[src/pkg/hst_cfg.svh]
`ifndef HST_CFG_SVH
`define HST_CFG_SVH
`define HST_GAIN_ADDR 32'h000020F0
`define HST_SENSE_ADDR 32'h000020F8
`define HST_AMP_ADDR 32'h000020FC
`define HST_GAIN_RST 13'h000F
`define HST_SENSE_RST 8'hFF
`define HST_AMP_RST 2'h0
`define HST_GAIN_W 13
`define HST_SENSE_W 8
`define HST_AMP_W 2
`define HST_RES_LSB 0
`define HST_DIODE_BIT 4
`define HST_CAP_LSB 5
`define HST_SHORT_CODE 8'h97
`define HST_RES_OPEN_MIN 4'h8
`endif

[src/pkg/hst_pkg.sv]
package hst_pkg;
	typedef struct packed {
		logic [12:5] capSel;
		logic diodeOn;
		logic [3:0] resSel;
	} hst_gain_t;
	typedef enum logic [1:0] {HST_BIAS, HST_DACZERO, HST_RSV2, HST_RSV3} hst_posin_t;
	typedef struct packed {
		logic [7:0] gainOneHot;
		logic gainOpen;
		logic diodeOn;
		logic [5:0] capOneHot;
		logic [7:0] senseCode;
		logic senseShort;
		logic senseOff;
		logic posBias;
		logic posDacZero;
	} hst_ctrl_t;
	typedef struct packed {
		hst_gain_t gain;
		logic [7:0] sense;
		logic [1:0] amp;
		logic [31:0] rdata;
		logic ready;
		logic slverr;
		hst_ctrl_t ctrl;
	} hst_state_t;
endpackage

[src/logic/hst_tia_config_regs.sv]
`timescale 1ns/1ps
`default_nettype none
`include "hst_cfg.svh"
module hst_tia_config_regs
	import hst_pkg::*;
(
	input wire logic core_clk,
	input wire logic rst,
	input wire logic psel,
	input wire logic penable,
	input wire logic pwrite,
	input wire logic [31:0] paddr,
	input wire logic [31:0] pwdata,
	input wire logic [3:0] pstrb,
	output logic [31:0] prdata,
	output logic pready,
	output logic pslverr,
	output hst_ctrl_t analogCtrl
);
	////////////////////////////////////////////////////////////////////
	hst_state_t state_q;
	hst_state_t state_d;
	logic setupPhase;
	logic hitGain;
	logic hitSense;
	logic hitAmp;
	logic [31:0] wMask;

	assign setupPhase = psel && !penable;
	assign hitGain = paddr == `HST_GAIN_ADDR;
	assign hitSense = paddr == `HST_SENSE_ADDR;
	assign hitAmp = paddr == `HST_AMP_ADDR;

	////////////////////////////////////////////////////////////////////
	// No wait state: answer prepared in setup, presented in the first access cycle
	always_comb
	begin
		state_d = state_q;
		state_d.ready = 1'b0;
		state_d.slverr = 1'b0;
		for (int i = 0; i < 4; i++)
		begin
			wMask[i*8 +: 8] = {8{pstrb[i]}};
		end
		if (setupPhase)
		begin
			state_d.ready = 1'b1;
			state_d.slverr = !(hitGain || hitSense || hitAmp);
			state_d.rdata = 32'h00000000;
			if (!pwrite)
			begin
				// Reserved upper bits stay zero on read
				if (hitGain)
					state_d.rdata = {19'h00000, state_q.gain};
				else if (hitSense)
					state_d.rdata = {24'h000000, state_q.sense};
				else if (hitAmp)
					state_d.rdata = {30'h00000000, state_q.amp};
			end
		end
		if (psel && penable && state_q.ready && pwrite)
		begin
			// Only implemented bits stored; reserved writes dropped
			if (hitGain)
				state_d.gain = (state_q.gain & ~wMask[12:0]) | (pwdata[12:0] & wMask[12:0]);
			if (hitSense)
				state_d.sense = (state_q.sense & ~wMask[7:0]) | (pwdata[7:0] & wMask[7:0]);
			if (hitAmp)
				state_d.amp = (state_q.amp & ~wMask[1:0]) | (pwdata[1:0] & wMask[1:0]);
		end
		// Decode uses next values so controls track registers with no extra lag
		state_d.ctrl.gainOneHot = 8'h00;
		for (int k = 0; k < 8; k++)
		begin
			state_d.ctrl.gainOneHot[k] = state_d.gain.resSel == 4'(k);
		end
		state_d.ctrl.gainOpen = state_d.gain.resSel >= `HST_RES_OPEN_MIN;
		state_d.ctrl.diodeOn = state_d.gain.diodeOn;
		// Pattern 0 is the 1 pF base; bits 0..3 add 2..16 pF; bit 4 adds 2 pF
		state_d.ctrl.capOneHot = {state_d.gain.capSel[9:5], state_d.gain.capSel == 8'h00};
		state_d.ctrl.senseCode = state_d.sense;
		state_d.ctrl.senseShort = state_d.sense == `HST_SHORT_CODE;
		state_d.ctrl.senseOff = state_d.sense == `HST_SENSE_RST;
		// Reserved codes select neither source
		state_d.ctrl.posBias = state_d.amp == HST_BIAS;
		state_d.ctrl.posDacZero = state_d.amp == HST_DACZERO;
	end

	////////////////////////////////////////////////////////////////////
	always_ff @(posedge core_clk or posedge rst)
	begin
		if (rst)
		begin
			state_q <= '0;
			state_q.gain <= `HST_GAIN_RST;
			state_q.sense <= `HST_SENSE_RST;
			state_q.amp <= `HST_AMP_RST;
			state_q.ctrl.gainOpen <= 1'b1;
			state_q.ctrl.capOneHot <= 6'h01;
			state_q.ctrl.senseCode <= `HST_SENSE_RST;
			state_q.ctrl.senseOff <= 1'b1;
			state_q.ctrl.posBias <= 1'b1;
		end
		else
		begin
			state_q <= state_d;
		end
	end

	assign prdata = state_q.rdata;
	assign pready = state_q.ready;
	assign pslverr = state_q.slverr;
	assign analogCtrl = state_q.ctrl;

	////////////////////////////////////////////////////////////////////
	gain_write_a: assert property (@(posedge core_clk) disable iff (rst)
		psel && penable && pready && pwrite && hitGain && pstrb[0]
		|=> state_q.gain.resSel == $past(pwdata[3:0]))
		else $error("gain code not stored");
	gain_open_a: assert property (@(posedge core_clk) disable iff (rst)
		analogCtrl.gainOpen == (state_q.gain.resSel[3]) && $countones(analogCtrl.gainOneHot)
		== (state_q.gain.resSel[3] ? 0 : 1))
		else $error("gain decode wrong");
	diode_track_a: assert property (@(posedge core_clk) disable iff (rst)
		analogCtrl.diodeOn == state_q.gain.diodeOn)
		else $error("diode switch mismatch");
	cap_base_a: assert property (@(posedge core_clk) disable iff (rst)
		analogCtrl.capOneHot[0] == (state_q.gain.capSel == 8'h00))
		else $error("cap base wrong");
	posin_sel_a: assert property (@(posedge core_clk) disable iff (rst)
		!(analogCtrl.posBias && analogCtrl.posDacZero)
		&& analogCtrl.posBias == (state_q.amp == 2'h0))
		else $error("positive input wrong");
	reset_val_a: assert property (@(posedge core_clk)
		$fell(rst) |-> state_q.gain == 13'h000F && state_q.sense == 8'hFF
		&& state_q.amp == 2'h0)
		else $error("reset values wrong");
	short_code_a: assert property (@(posedge core_clk) disable iff (rst)
		analogCtrl.senseShort == (state_q.sense == 8'h97))
		else $error("sense short wrong");
	rsv_read_a: assert property (@(posedge core_clk) disable iff (rst)
		pready && hitSense |-> prdata[31:8] == 24'h000000)
		else $error("reserved bits nonzero");
	apb_wait_a: assert property (@(posedge core_clk) disable iff (rst)
		psel && !penable |=> pready ##1 !pready)
		else $error("apb timing wrong");

	////////////////////////////////////////////////////////////////////
	// Gain register decode: resistor, diode and capacitor
	gain_onehot_a: assert property (@(posedge core_clk) disable iff (rst)
		!state_q.gain.resSel[3] |-> analogCtrl.gainOneHot == (8'h01 << state_q.gain.resSel[2:0]))
		else $error("gain one-hot wrong");
	gain_none_a: assert property (@(posedge core_clk) disable iff (rst)
		state_q.gain.resSel[3] |-> analogCtrl.gainOneHot == 8'h00 && analogCtrl.gainOpen)
		else $error("open code selects resistor");
	diode_write_a: assert property (@(posedge core_clk) disable iff (rst)
		psel && penable && pready && pwrite && hitGain && pstrb[0]
		|=> analogCtrl.diodeOn == $past(pwdata[4]))
		else $error("diode write lost");
	cap_write_a: assert property (@(posedge core_clk) disable iff (rst)
		psel && penable && pready && pwrite && hitGain && pstrb[0] && pstrb[1]
		|=> state_q.gain.capSel == $past(pwdata[12:5]))
		else $error("cap write lost");
	cap_bits_a: assert property (@(posedge core_clk) disable iff (rst)
		analogCtrl.capOneHot[5:1] == state_q.gain.capSel[9:5])
		else $error("cap decode wrong");
	gain_mask_a: assert property (@(posedge core_clk) disable iff (rst)
		psel && penable && pready && pwrite && hitGain && !pstrb[0]
		|=> state_q.gain[7:0] == $past(state_q.gain[7:0]))
		else $error("masked byte written");

	////////////////////////////////////////////////////////////////////
	// Sense pin path
	sense_write_a: assert property (@(posedge core_clk) disable iff (rst)
		psel && penable && pready && pwrite && hitSense && pstrb[0]
		|=> state_q.sense == $past(pwdata[7:0]))
		else $error("sense write lost");
	sense_code_a: assert property (@(posedge core_clk) disable iff (rst)
		analogCtrl.senseCode == state_q.sense)
		else $error("sense code mismatch");
	sense_off_a: assert property (@(posedge core_clk) disable iff (rst)
		analogCtrl.senseOff == (state_q.sense == 8'hFF))
		else $error("sense off wrong");
	short_only_a: assert property (@(posedge core_clk) disable iff (rst)
		analogCtrl.senseShort |-> !analogCtrl.senseOff && analogCtrl.senseCode == 8'h97)
		else $error("short with wrong code");

	////////////////////////////////////////////////////////////////////
	// Amplifier positive input
	amp_write_a: assert property (@(posedge core_clk) disable iff (rst)
		psel && penable && pready && pwrite && hitAmp && pstrb[0]
		|=> state_q.amp == $past(pwdata[1:0]))
		else $error("amp write lost");
	dac_zero_a: assert property (@(posedge core_clk) disable iff (rst)
		analogCtrl.posDacZero == (state_q.amp == 2'h1))
		else $error("dac zero select wrong");
	rsv_code_a: assert property (@(posedge core_clk) disable iff (rst)
		state_q.amp[1] |-> !analogCtrl.posBias && !analogCtrl.posDacZero)
		else $error("reserved code selects input");

	////////////////////////////////////////////////////////////////////
	// Read path and reserved space
	gain_read_a: assert property (@(posedge core_clk) disable iff (rst)
		psel && penable && pready && !pwrite && hitGain |-> prdata == {19'h00000, state_q.gain})
		else $error("gain read wrong");
	sense_read_a: assert property (@(posedge core_clk) disable iff (rst)
		psel && penable && pready && !pwrite && hitSense |-> prdata == {24'h000000, state_q.sense})
		else $error("sense read wrong");
	amp_read_a: assert property (@(posedge core_clk) disable iff (rst)
		psel && penable && pready && !pwrite && hitAmp |-> prdata == {30'h00000000, state_q.amp})
		else $error("amp read wrong");
	gain_rsv_a: assert property (@(posedge core_clk) disable iff (rst)
		pready && hitGain |-> prdata[31:13] == 19'h00000)
		else $error("gain reserved nonzero");
	amp_rsv_a: assert property (@(posedge core_clk) disable iff (rst)
		pready && hitAmp |-> prdata[31:2] == 30'h00000000)
		else $error("amp reserved nonzero");
	unmapped_err_a: assert property (@(posedge core_clk) disable iff (rst)
		pready && !(hitGain || hitSense || hitAmp) |-> pslverr && prdata == 32'h00000000)
		else $error("unmapped access not refused");
	err_pair_a: assert property (@(posedge core_clk) disable iff (rst)
		pslverr |-> pready)
		else $error("error without ready");
	unmapped_keep_a: assert property (@(posedge core_clk) disable iff (rst)
		psel && penable && pready && pwrite && !(hitGain || hitSense || hitAmp)
		|=> $stable(state_q.gain) && $stable(state_q.sense) && $stable(state_q.amp))
		else $error("unmapped write changed state");
	read_keep_a: assert property (@(posedge core_clk) disable iff (rst)
		psel && penable && pready && !pwrite
		|=> $stable(state_q.gain) && $stable(state_q.sense) && $stable(state_q.amp))
		else $error("read changed state");
	idle_keep_a: assert property (@(posedge core_clk) disable iff (rst)
		!psel |=> $stable(state_q.gain) && $stable(state_q.sense) && $stable(state_q.amp))
		else $error("idle bus changed state");
	idle_quiet_a: assert property (@(posedge core_clk) disable iff (rst)
		!psel |=> !pready && !pslverr)
		else $error("answer without request");
endmodule
`default_nettype wire

[config.mk]
export PLATFORM = sky130hd
export DESIGN_NAME = hst_tia_config_regs
export DESIGN_NICKNAME = d
export VERILOG_FILES = /design/src/pkg/hst_pkg.sv /design/src/logic/hst_tia_config_regs.sv
export VERILOG_INCLUDE_DIRS = /design/src /design/src/pkg
export SDC_FILE = /design/constraint.sdc
export NUM_CORES = 1
export LEC_CHECK = 0
export BUFFER_PORTS_ARGS = -buffer_cell sky130_fd_sc_hd__buf_2
export CAP_MARGIN = 20
export CORE_ASPECT_RATIO = 0.7
export CORE_UTILIZATION = 23
export DETAILED_ROUTE_END_ITERATION = 8
export PLACE_DENSITY_LB_ADDON = 0.25
export SYNTH_ARGS = -nofsm -noshare
export SYNTH_HDL_FRONTEND = slang
export SYNTH_SLANG_ARGS = --single-unit
[constraint.sdc]
create_clock -name core_clk -period 2.24 [get_ports core_clk]
set_input_delay 0.448 -clock core_clk [delete_from_list [all_inputs] [get_ports core_clk]]
set_output_delay 0.448 -clock core_clk [all_outputs]
set_load 0.1 [all_outputs]
==> flow_summary.yaml, run 1 <==
synth:
  yosysMostFrequentCell: "buf_4"
  yosys.area.top_type: "dfrtp_1"
  ys_warn_count: 0
  yosys-top-cells-area: "dfrtp_1 (32%), buf_4 (16%), dfstp_2 (14%), mux2_2 (8.7%), nor4_4 (4.5%)"
  ys_async_sr_fraction_pct: 100
  ys_ff_latch: 51
  synth_cells: 252
  synth_top_area_share_pct: 31.7
  seq_area_frac_synth_pct: 45.5
  syn_area_sq_um: 2850
  synth-edff-count: 0
  synth_area_per_cell_sq_um: 11.3
  synth_ff_type: "dfrtp_1"
  synth_commonest_cells: "buf_4 (61), dfrtp_1 (36), mux2_2 (22)"
  synth_cell_type_count: 36
drt:
  drtIter0Drc: 152
  post_drt_wl_per_cell_um: 14.7
  num_vias: 1980
  drtPass1Iterations: 4
  wirelength_um: 7220
  ant_nets: 0
  vias_per_cell: 4.03
  drc: 0
cts:
  cts_max_path_buffers: 2
  clock_sinks: 51
  hold_buffers: 0
  root_buffer: "clkbuf_16"
  path_clk_slew_ns: 0.07
  htree_levels: 2
  numCtsBuffers: 5
  cts_tree: "done"
  clock_insertion_delay_worst_skew_ns: 0.28
worst_setup_path:
  critPathMaxFanout: 4
  critPathRequiredTime_ns: 2.44
  criticalPathCategory: "input pin to flip-flop"
  crit_path_max_incr_delay_ns: 0.37
  arrival_ns: 2.38
  r2r-start: "pready"
  cp-end-kind: "flip-flop"
  cp-endpoint: "analogCtrl[12]"
  reg2reg_slack_ns: 0.16
  r2r_end: "analogCtrl[12]"
  critPathLaunchType: "input pin"
  r2r_cells: 7
  cpMaxStageDelayCell: "mux2_2"
  crit_path_start: "paddr[15]"
  critical_path.cell_chain: "buf_2, nor4b_4, nand4_4, nor4_4, buf_4, mux2_2, nor4_4, nor4b_4"
power_and_ir_drop:
  vdd_drop_max_v: 0.000237
  p_leak_nw: 1.82
  power_density_nw_per_um2: 570
grt:
  grt_pass1_wl_um: 11000
  antenna_found_initial: 0
  grt_pass1_vias: 1998
  grt.overflow.total: 0
  grt_use_total_pct: 11.5
  grt_max_degree: 52
status:
  status: "complete, no violations"
placed_design:
  place_congestion: 0.717
  dp.final_hpwl_um: 5570
  io_buffers: 94
  dp_slack_ns: -0.387
timing:
  timing.final.ws_setup_ns: 0.0689
  rsz0062_at_grt: "true"
  setup_viol: 0
  fmax_mhz: 461
  fin_crit_ns: 2.17
  finalCritPeriodShare_pct: 96.9
  skew_ns: 0.00229
  hold_viol_final: 0
  slew_viol_final: 0
floorplanning:
  core_sq_um: 11900
  ios: 135
  die-area_sq_um: 12800
  die_w_um: 135
  die_h_um: 95.1
  row_count: 33
  initial_core_util_pct: 23.9
cells_and_area:
  drive_above_1_share_pct: 56.0
  multiInputGateArea_sq_um: 1180
  final_util_pct: 29.9
  num-nets-final: 406
  antenna_cells: 0
  nFillCells: 1249
  seqCellArea_sq_um: 1300
  syn2layout_area_growth_pct: 25.0
worst_hold_path:
  hold_path_class: "input pin to async pin"
flow_run:
  drv_cap: 0
[per-stage QoR]
stage / power (mW) / hold slack [ns] / area (sq um) / setup TNS (ns) / cells
floorplan: 1.16 / 0.440 / 2910 / -0.0560 / 270
global placement: 1.23 / 0.454 / 3290 / -4.89 / 479
detailed placement: 1.23 / 0.470 / 3290 / -5.68 / 479
CTS: 2.06 / 0.210 / 3470 / 0 / 488
global route: 2.12 / 0.228 / 3560 / -0.189 / 491
finish: 2.03 / 0.196 / 3560 / 0 / 491
[cell usage in the layout, fill, tap and decap left out, types with 2 or more instances in the layout]
master     instances
buf_4             25
or2_1              2
inv_2              2
a21oi_1            3
mux2i_1            5
and3_1             4
dfrtp_1           35
a22o_1             5
nand2b_1           4
nor3_1             8
a22oi_1            6
nor4b_4            3
buf_6              3
nor2b_1            2
o21ai_0            6
mux2_4             2
nand4_4            2
clkbuf_16          5
nor4_4             7
inv_1              2
buf_2             94
mux2i_4            2
clkbuf_8           2
dfstp_2           15
nand2_1           16
mux2_2            20
nor2_1            17
nand4_1            6
o2111ai_1          2
conb_1            19
[routing by layer]
| layer | part of all wire [%] | up-vias | wire [um] | GRT usage (%) |
|---|---|---|---|---|
| met5 | 0 | - | 0 | 0 |
| met1 | 49 | 952 | 3520 | 16.1 |
| met2 | 42 | 69 | 3030 | 16.8 |
| met3 | 8.2 | 4 | 595 | 3.77 |
| met4 | 0.90 | 0 | 65 | 3.37 |
| li1 | - | 955 | - | - |
[state kept, by name, indices dropped and copies added (netlist names), named ones only]
signal	count
pslverr	1
state_q	12
analogCtrl	23
pready	1
prdata	13
[cells by family (layout without fill, tap and decap cells)]
family	after synthesis	in the layout	synth area share (%)
buf+inv	71	135	17.7
simple gates	78	78	20.0
other cells	1	19	0.132
flops	51	51	45.5
compound gates	22	22	5.32
mux	29	29	11.3
[repair_timing]
action                     4_1_cts  5_1_grt
gates cloned                     0        1
resized for setup                1       17
pin swaps                        3        6
setup buffers                    1        2
setup endpoints to repair        6       16
[final cells by class]
class	count	area share, %
Clock buffer	7	4.29
Clock inverter	1	0.211
Inverter	4	0.422
Multi-Input combinational cell	148	33.1
Sequential cell	51	36.4
Tap cell	157	5.52
Timing Repair Buffer	123	20.0
[critical path: cells and delay by family]
family	cells	cell delay, ns
muxes	1	0.37
and+or+nand+nor	5	1.26
buffers and inverters	2	0.29
[worst min path at each step]
stage	slack (ns)	end	depth (start not counted)
after floorplan	0.44	prdata[0]	2
after global placement	0.45	prdata[1]	2
after detailed placement	0.47	prdata[1]	2
after CTS	0.21	state_q[81]	3
after global routing	0.23	state_q[81]	3
final	0.20	state_q[81]	3
[report_power, final]
group          total (mW)  internal [mW]  switching, mW
logic               0.291         0.0605          0.231
clock network       0.811          0.476          0.336
registers           0.924          0.924       0.000558
total                2.03           1.46          0.567
(Power assumes the default switching activity.)
==> run 2, diff against run 1 <==
--- a/config.mk
+++ b/config.mk
@@ -8,6 +8,8 @@
 export LEC_CHECK = 0
 export BUFFER_PORTS_ARGS = -buffer_cell sky130_fd_sc_hd__buf_2
 export CAP_MARGIN = 20
+export CELL_PAD_IN_SITES_DETAIL_PLACEMENT = 2
+export CELL_PAD_IN_SITES_GLOBAL_PLACEMENT = 2
 export CORE_ASPECT_RATIO = 0.7
 export CORE_UTILIZATION = 23
 export DETAILED_ROUTE_END_ITERATION = 8
==> run 2 against run 1 <==
Compared with the run above:
- highest routed layer unchanged
- largest cell class unchanged
- register-to-register slack gained 0.02 ns
- flip-flop and latch count is the same
- critical path depth is the same
- cell count grew 0.81%
- sequential power is essentially flat
==> flow_summary.yaml, run 2 (synthesized netlist as in run 1, its figures left out) <==
worst_setup_path:
  critPathLaunchType: "input pin"
  r2r-start: "pready"
  criticalPathCategory: "input pin to flip-flop"
  cp_common_cell: "nor4_4"
  critical_path.cell_chain: "buf_6, nor4b_4, nand4_4, nor4_4, buf_4, mux2_4, nor4_4, nor4b_2"
  critPathMaxFanout: 4
  arrival_ns: 2.40
  critPathRequiredTime_ns: 2.45
  crit_path_max_incr_delay_ns: 0.34
  cp-end-kind: "flip-flop"
  cpMaxStageDelayCell: "nor4b_4"
  crit_path_start: "paddr[11]"
cells_and_area:
  mostFrequentLayoutCells: "buf_2 (90), dfrtp_1 (35), buf_4 (32), mux2_2 (20), conb_1 (19)"
  largest_register_ffs: 23
  drive_above_1_share_pct: 55.0
  syn2layout_area_growth_pct: 25.5
  antenna_cells: 0
  final_area_sq_um: 3570
  layout.cells.most_common: "buf_2"
  num-nets-final: 410
floorplanning:
  die_h_um: 95.1
  core_sq_um: 11900
  die-area_sq_um: 12800
  die_w_um: 135
  row_count: 33
  initial_core_util_pct: 23.9
  ios: 135
cts:
  hold_buffers: 0
  root_buffer: "clkbuf_16"
  htree_levels: 2
  cts_tree: "done"
  clock_sinks: 51
  cts_max_path_buffers: 2
  path_clk_slew_ns: 0.07
  numCtsBuffers: 5
  clock_insertion_delay_worst_skew_ns: 0.29
placed_design:
  place_area_sq_um: 3330
  place_congestion: 0.704
  io_buffers: 94
  dp.final_hpwl_um: 6260
drt:
  post_drt_wl_per_cell_um: 15.9
  drtPass1Iterations: 4
  vias_per_cell: 4.22
  wirelength_um: 7890
  drc: 0
  ant_nets: 0
  drtIter0Drc: 58
  num_vias: 2091
timing:
  finalCritPeriodShare_pct: 97.9
  setup_viol: 0
  rsz0062_at_grt: "true"
  hold_viol_final: 0
  skew_ns: 0.00521
  fmax_mhz: 456
  fin_hold_ws_ns: 0.182
  slew_headroom_pct: 65.5
  fin_crit_ns: 2.19
  tightest_slew_ns: 0.522
  slew_viol_final: 0
grt:
  antenna_found_initial: 0
  grt_max_degree: 52
  grt_use_total_pct: 13.0
  grt_pass1_vias: 2257
  grt.overflow.total: 0
  grt_pass1_wl_um: 12200
power_and_ir_drop:
  power_density_nw_per_um2: 585
  p_int_mw: 1.52
  vdd_drop_max_v: 0.000278
  finalPower_mw: 2.09
  p_clk_share_pct: 41.5
  swShare_pct: 27.3
  p_sw_mw: 0.571
  comb_power_share_pct: 14.3
  pwr-share-seq_pct: 44.2
  p_leak_nw: 1.81
worst_hold_path:
  hold_path_class: "input pin to async pin"
status:
  status: "complete, no violations"
flow_run:
  drv_cap: 0
## run 2: cell types whose count changed in the layout (fill, tap and decap cells not counted), moves of 2 or more
| cell | before | now |
|---|---|---|
| buf_2 | 94 | 90 |
| clkbuf_8 | 2 | 0 |
| clkbuf_1 | 0 | 2 |
| buf_4 | 25 | 32 |
## run 2: power groups by stage
stage / Combinational [mW] / Sequential, mW / Clock, mW
after global placement: 0.293 / 0.941 / 0
final: 0.299 / 0.925 / 0.867
after detailed placement: 0.297 / 0.941 / 0
after CTS: 0.297 / 0.924 / 0.904
after global routing: 0.316 / 0.924 / 0.936
after floorplan: 0.207 / 0.955 / 0
## run 2: worst paths after layout
path	endpoint	slack [ns]	cells past startpoint
setup / recovery	analogCtrl[12]	0.05	8
hold / removal	analogCtrl[0]	0.18	3
setup reg to reg	analogCtrl[12]	0.18	7
hold reg to reg	prdata[0]	0.48	2
max in group asynchronous	analogCtrl[19]	1.75	3
min in group core_clk	state_q[83]	0.40	2
## run 2: critical path: cells and delay by family
family	cells	cell delay, ns
muxes	1	0.32
and+or+nand+nor	5	1.36
buffers and inverters	2	0.27
## run 2: what timing repair did
item	4_1_cts	5_1_grt
endpoints found under the setup margin	7	5
gates resized for setup	1	8
pin swaps	1	5
buffers inserted	1	2
## run 2: through the flow
step / worst slack [ns] / util [%] / std cells / setup TNS [ns]
CTS: 0.0114 / 29.5 / 493 / 0
finish: 0.0463 / 30.0 / 495 / 0
global placement: -0.328 / 28.0 / 484 / -4.13
detailed placement: -0.413 / 28.0 / 484 / -5.48
floorplan: -0.0560 / - / 270 / -0.0560
global route: -0.0762 / 30.0 / 495 / -0.175
## run 2: layer usage
layer  wire (um)  vias up  global-route usage [%]
met5           0        -                       0
met4         104        0                    4.78
met3         486        8                    3.30
met2        3630       72                    20.7
met1        3670     1045                    17.2
li1            -      966                       -
## run 2: area by class of cell
type / instances / area (sq um)
clock buffers: 7 / 133
clock inverters: 1 / 30.0
fillers: 1334 / 8320
inverters: 4 / 15.0
multi-input cells: 148 / 1140
flip-flops and latches: 51 / 1300
well taps: 157 / 196
repair buffers: 127 / 756
==> run 3, diff against run 2 <==
--- a/config.mk
+++ b/config.mk
@@ -11,6 +11,7 @@
 export CELL_PAD_IN_SITES_DETAIL_PLACEMENT = 2
 export CELL_PAD_IN_SITES_GLOBAL_PLACEMENT = 2
 export CORE_ASPECT_RATIO = 0.7
+export CORE_MARGIN = 2
 export CORE_UTILIZATION = 23
 export DETAILED_ROUTE_END_ITERATION = 8
 export PLACE_DENSITY_LB_ADDON = 0.25
==> run 3 against run 2 <==
Compared with the run above:
- worst hold slack better by 0.019 ns
- die area is 3.6% higher
- register-to-register slack worse by 0.03 ns
- clock-buffer cell count down 2
- combinational power hardly changed
- clock skew is 0.0014 ns higher
- critical path depth is the same
- critical endpoint unchanged
- highest routed layer unchanged
- sequential power about the same
==> flow_summary.yaml, run 3 (synthesized netlist as in run 1, its figures left out) <==
status:
  status: "complete, no violations"
timing:
  finalCritPeriodShare_pct: 97.9
  fmax_mhz: 456
  slew_viol_final: 0
  tightest_slew_ns: 0.522
  setup_viol: 0
  slew_headroom_pct: 65.4
  rsz0062_at_grt: "true"
  timing.final.ws_setup_ns: 0.0475
  fin_crit_ns: 2.19
  skew_ns: 0.00659
  hold_viol_final: 0
worst_setup_path:
  critPathLaunchType: "input pin"
  cp-end-kind: "flip-flop"
  arrival_ns: 2.41
  criticalPathCategory: "input pin to flip-flop"
  r2r_end: "analogCtrl[12]"
  r2r-start: "pready"
  r2r_cells: 7
  reg2reg_slack_ns: 0.15
  crit_path_start: "paddr[15]"
  critPathRequiredTime_ns: 2.45
  critPathMaxFanout: 5
cells_and_area:
  mostFrequentLayoutCells: "buf_2 (91), dfrtp_1 (35), buf_4 (27), mux2_2 (20), conb_1 (19)"
  largest_register_ffs: 23
  drive_above_1_share_pct: 56.7
  antenna_cells: 0
  final_area_sq_um: 3620
  num-nets-final: 409
  syn2layout_area_growth_pct: 27.1
  layout.cells.most_common: "buf_2"
drt:
  num_vias: 2094
  vias_per_cell: 4.24
  drc: 0
  drtIter0Drc: 53
  drtPass1Iterations: 3
  ant_nets: 0
  wirelength_um: 8160
  post_drt_wl_per_cell_um: 16.5
cts:
  numCtsBuffers: 5
  cts_max_path_buffers: 2
  htree_levels: 2
  root_buffer: "clkbuf_16"
  cts_tree: "done"
  clock_sinks: 51
  path_clk_slew_ns: 0.08
  clock_insertion_delay_worst_skew_ns: 0.30
grt:
  grt_pass1_vias: 2312
  grt_max_degree: 52
  grt_pass1_wl_um: 12700
  grt_use_total_pct: 12.5
  antenna_found_initial: 0
  grt.overflow.total: 0
placed_design:
  place_area_sq_um: 3310
  place_congestion: 0.703
  dp_slack_ns: -0.381
  io_buffers: 94
  dp.final_hpwl_um: 6390
floorplanning:
  die_h_um: 97.1
  die_w_um: 137
  initial_core_util_pct: 23.9
  ios: 135
  row_count: 33
  die-area_sq_um: 13300
  core_sq_um: 11900
power_and_ir_drop:
  power_density_nw_per_um2: 586
  p_leak_nw: 1.84
  vdd_drop_max_v: 0.000319
flow_run:
  drv_cap: 0
worst_hold_path:
  hold_path_class: "input pin to async pin"
run 3: changes by cell type in the layout (fill, tap and decap cells not counted), sizes merged:
| cell | delta |
|---|---|
| clkbuf | -2 |
| clkinv | -1 |
| clkinvlp | +1 |
| inv | +2 |
| buf | -1 |
run 3: layout make-up:
cell class | instances | area, sq um
repair buffers | 126 | 757
fillers | 1310 | 8280
inverters | 4 | 15.0
flip-flops and latches | 51 | 1300
clock inverters | 3 | 46.3
clock buffers | 5 | 125
multi-input cells | 148 | 1180
well taps | 157 | 196
run 3: timing repair:
item / CTS / global route
pin swaps: 3 / 8
hold endpoints to repair: 0 / 0
hold buffers: 0 / 0
resized for setup: 0 / 23
cloned: 0 / 1
setup endpoints to repair: 7 / 18
buffers inserted: 1 / 3
run 3: power by group:
group / total [mW] / leakage (nW) / switching [mW] / internal, mW
registers: 0.924 / 0.650 / 0.000548 / 0.924
clock network: 0.896 / 0.0804 / 0.364 / 0.532
logic: 0.298 / 1.11 / 0.235 / 0.0632
total: 2.12 / 1.84 / 0.599 / 1.52
run 3: worst max-delay path, stage by stage:
cell	delay [ns]
buf_6	0.10
nor4b_4	0.35
nand4_4	0.20
nor4_4	0.33
buf_6	0.17
mux2_4	0.32
nor4_4	0.26
nor4b_4	0.22
run 3: worst max-delay path by stage:
stage | slack (ns) | endpoint
after floorplan | -0.06 | analogCtrl[12]
after global placement | -0.28 | analogCtrl[12]
after detailed placement | -0.38 | analogCtrl[12]
after CTS | 0.004 | analogCtrl[12]
after global routing | -0.09 | analogCtrl[12]
final | 0.05 | analogCtrl[12]
run 3: per-stage QoR:
stage	setup TNS [ns]	hold slack, ns	utilization, %	instances	total power [mW]
final	0	0.201	30.4	494	2.12
after global routing	-0.136	0.224	30.4	494	2.20
after CTS	0	0.210	29.3	490	2.15
after detailed placement	-6.03	0.459	27.8	481	1.24
after global placement	-4.76	0.461	27.8	481	1.23
after floorplan	-0.0560	0.440	-	270	1.16
run 3: routing by layer:
metal	part of all wire [%]	vias to the layer above	GRT usage (%)	routed length, um
met5	0	-	0	0
met4	0.99	0	3.57	81
met3	7.4	6	3.55	603
met2	44	73	18.8	3560
met1	48	1048	17.5	3920
li1	-	967	-	-
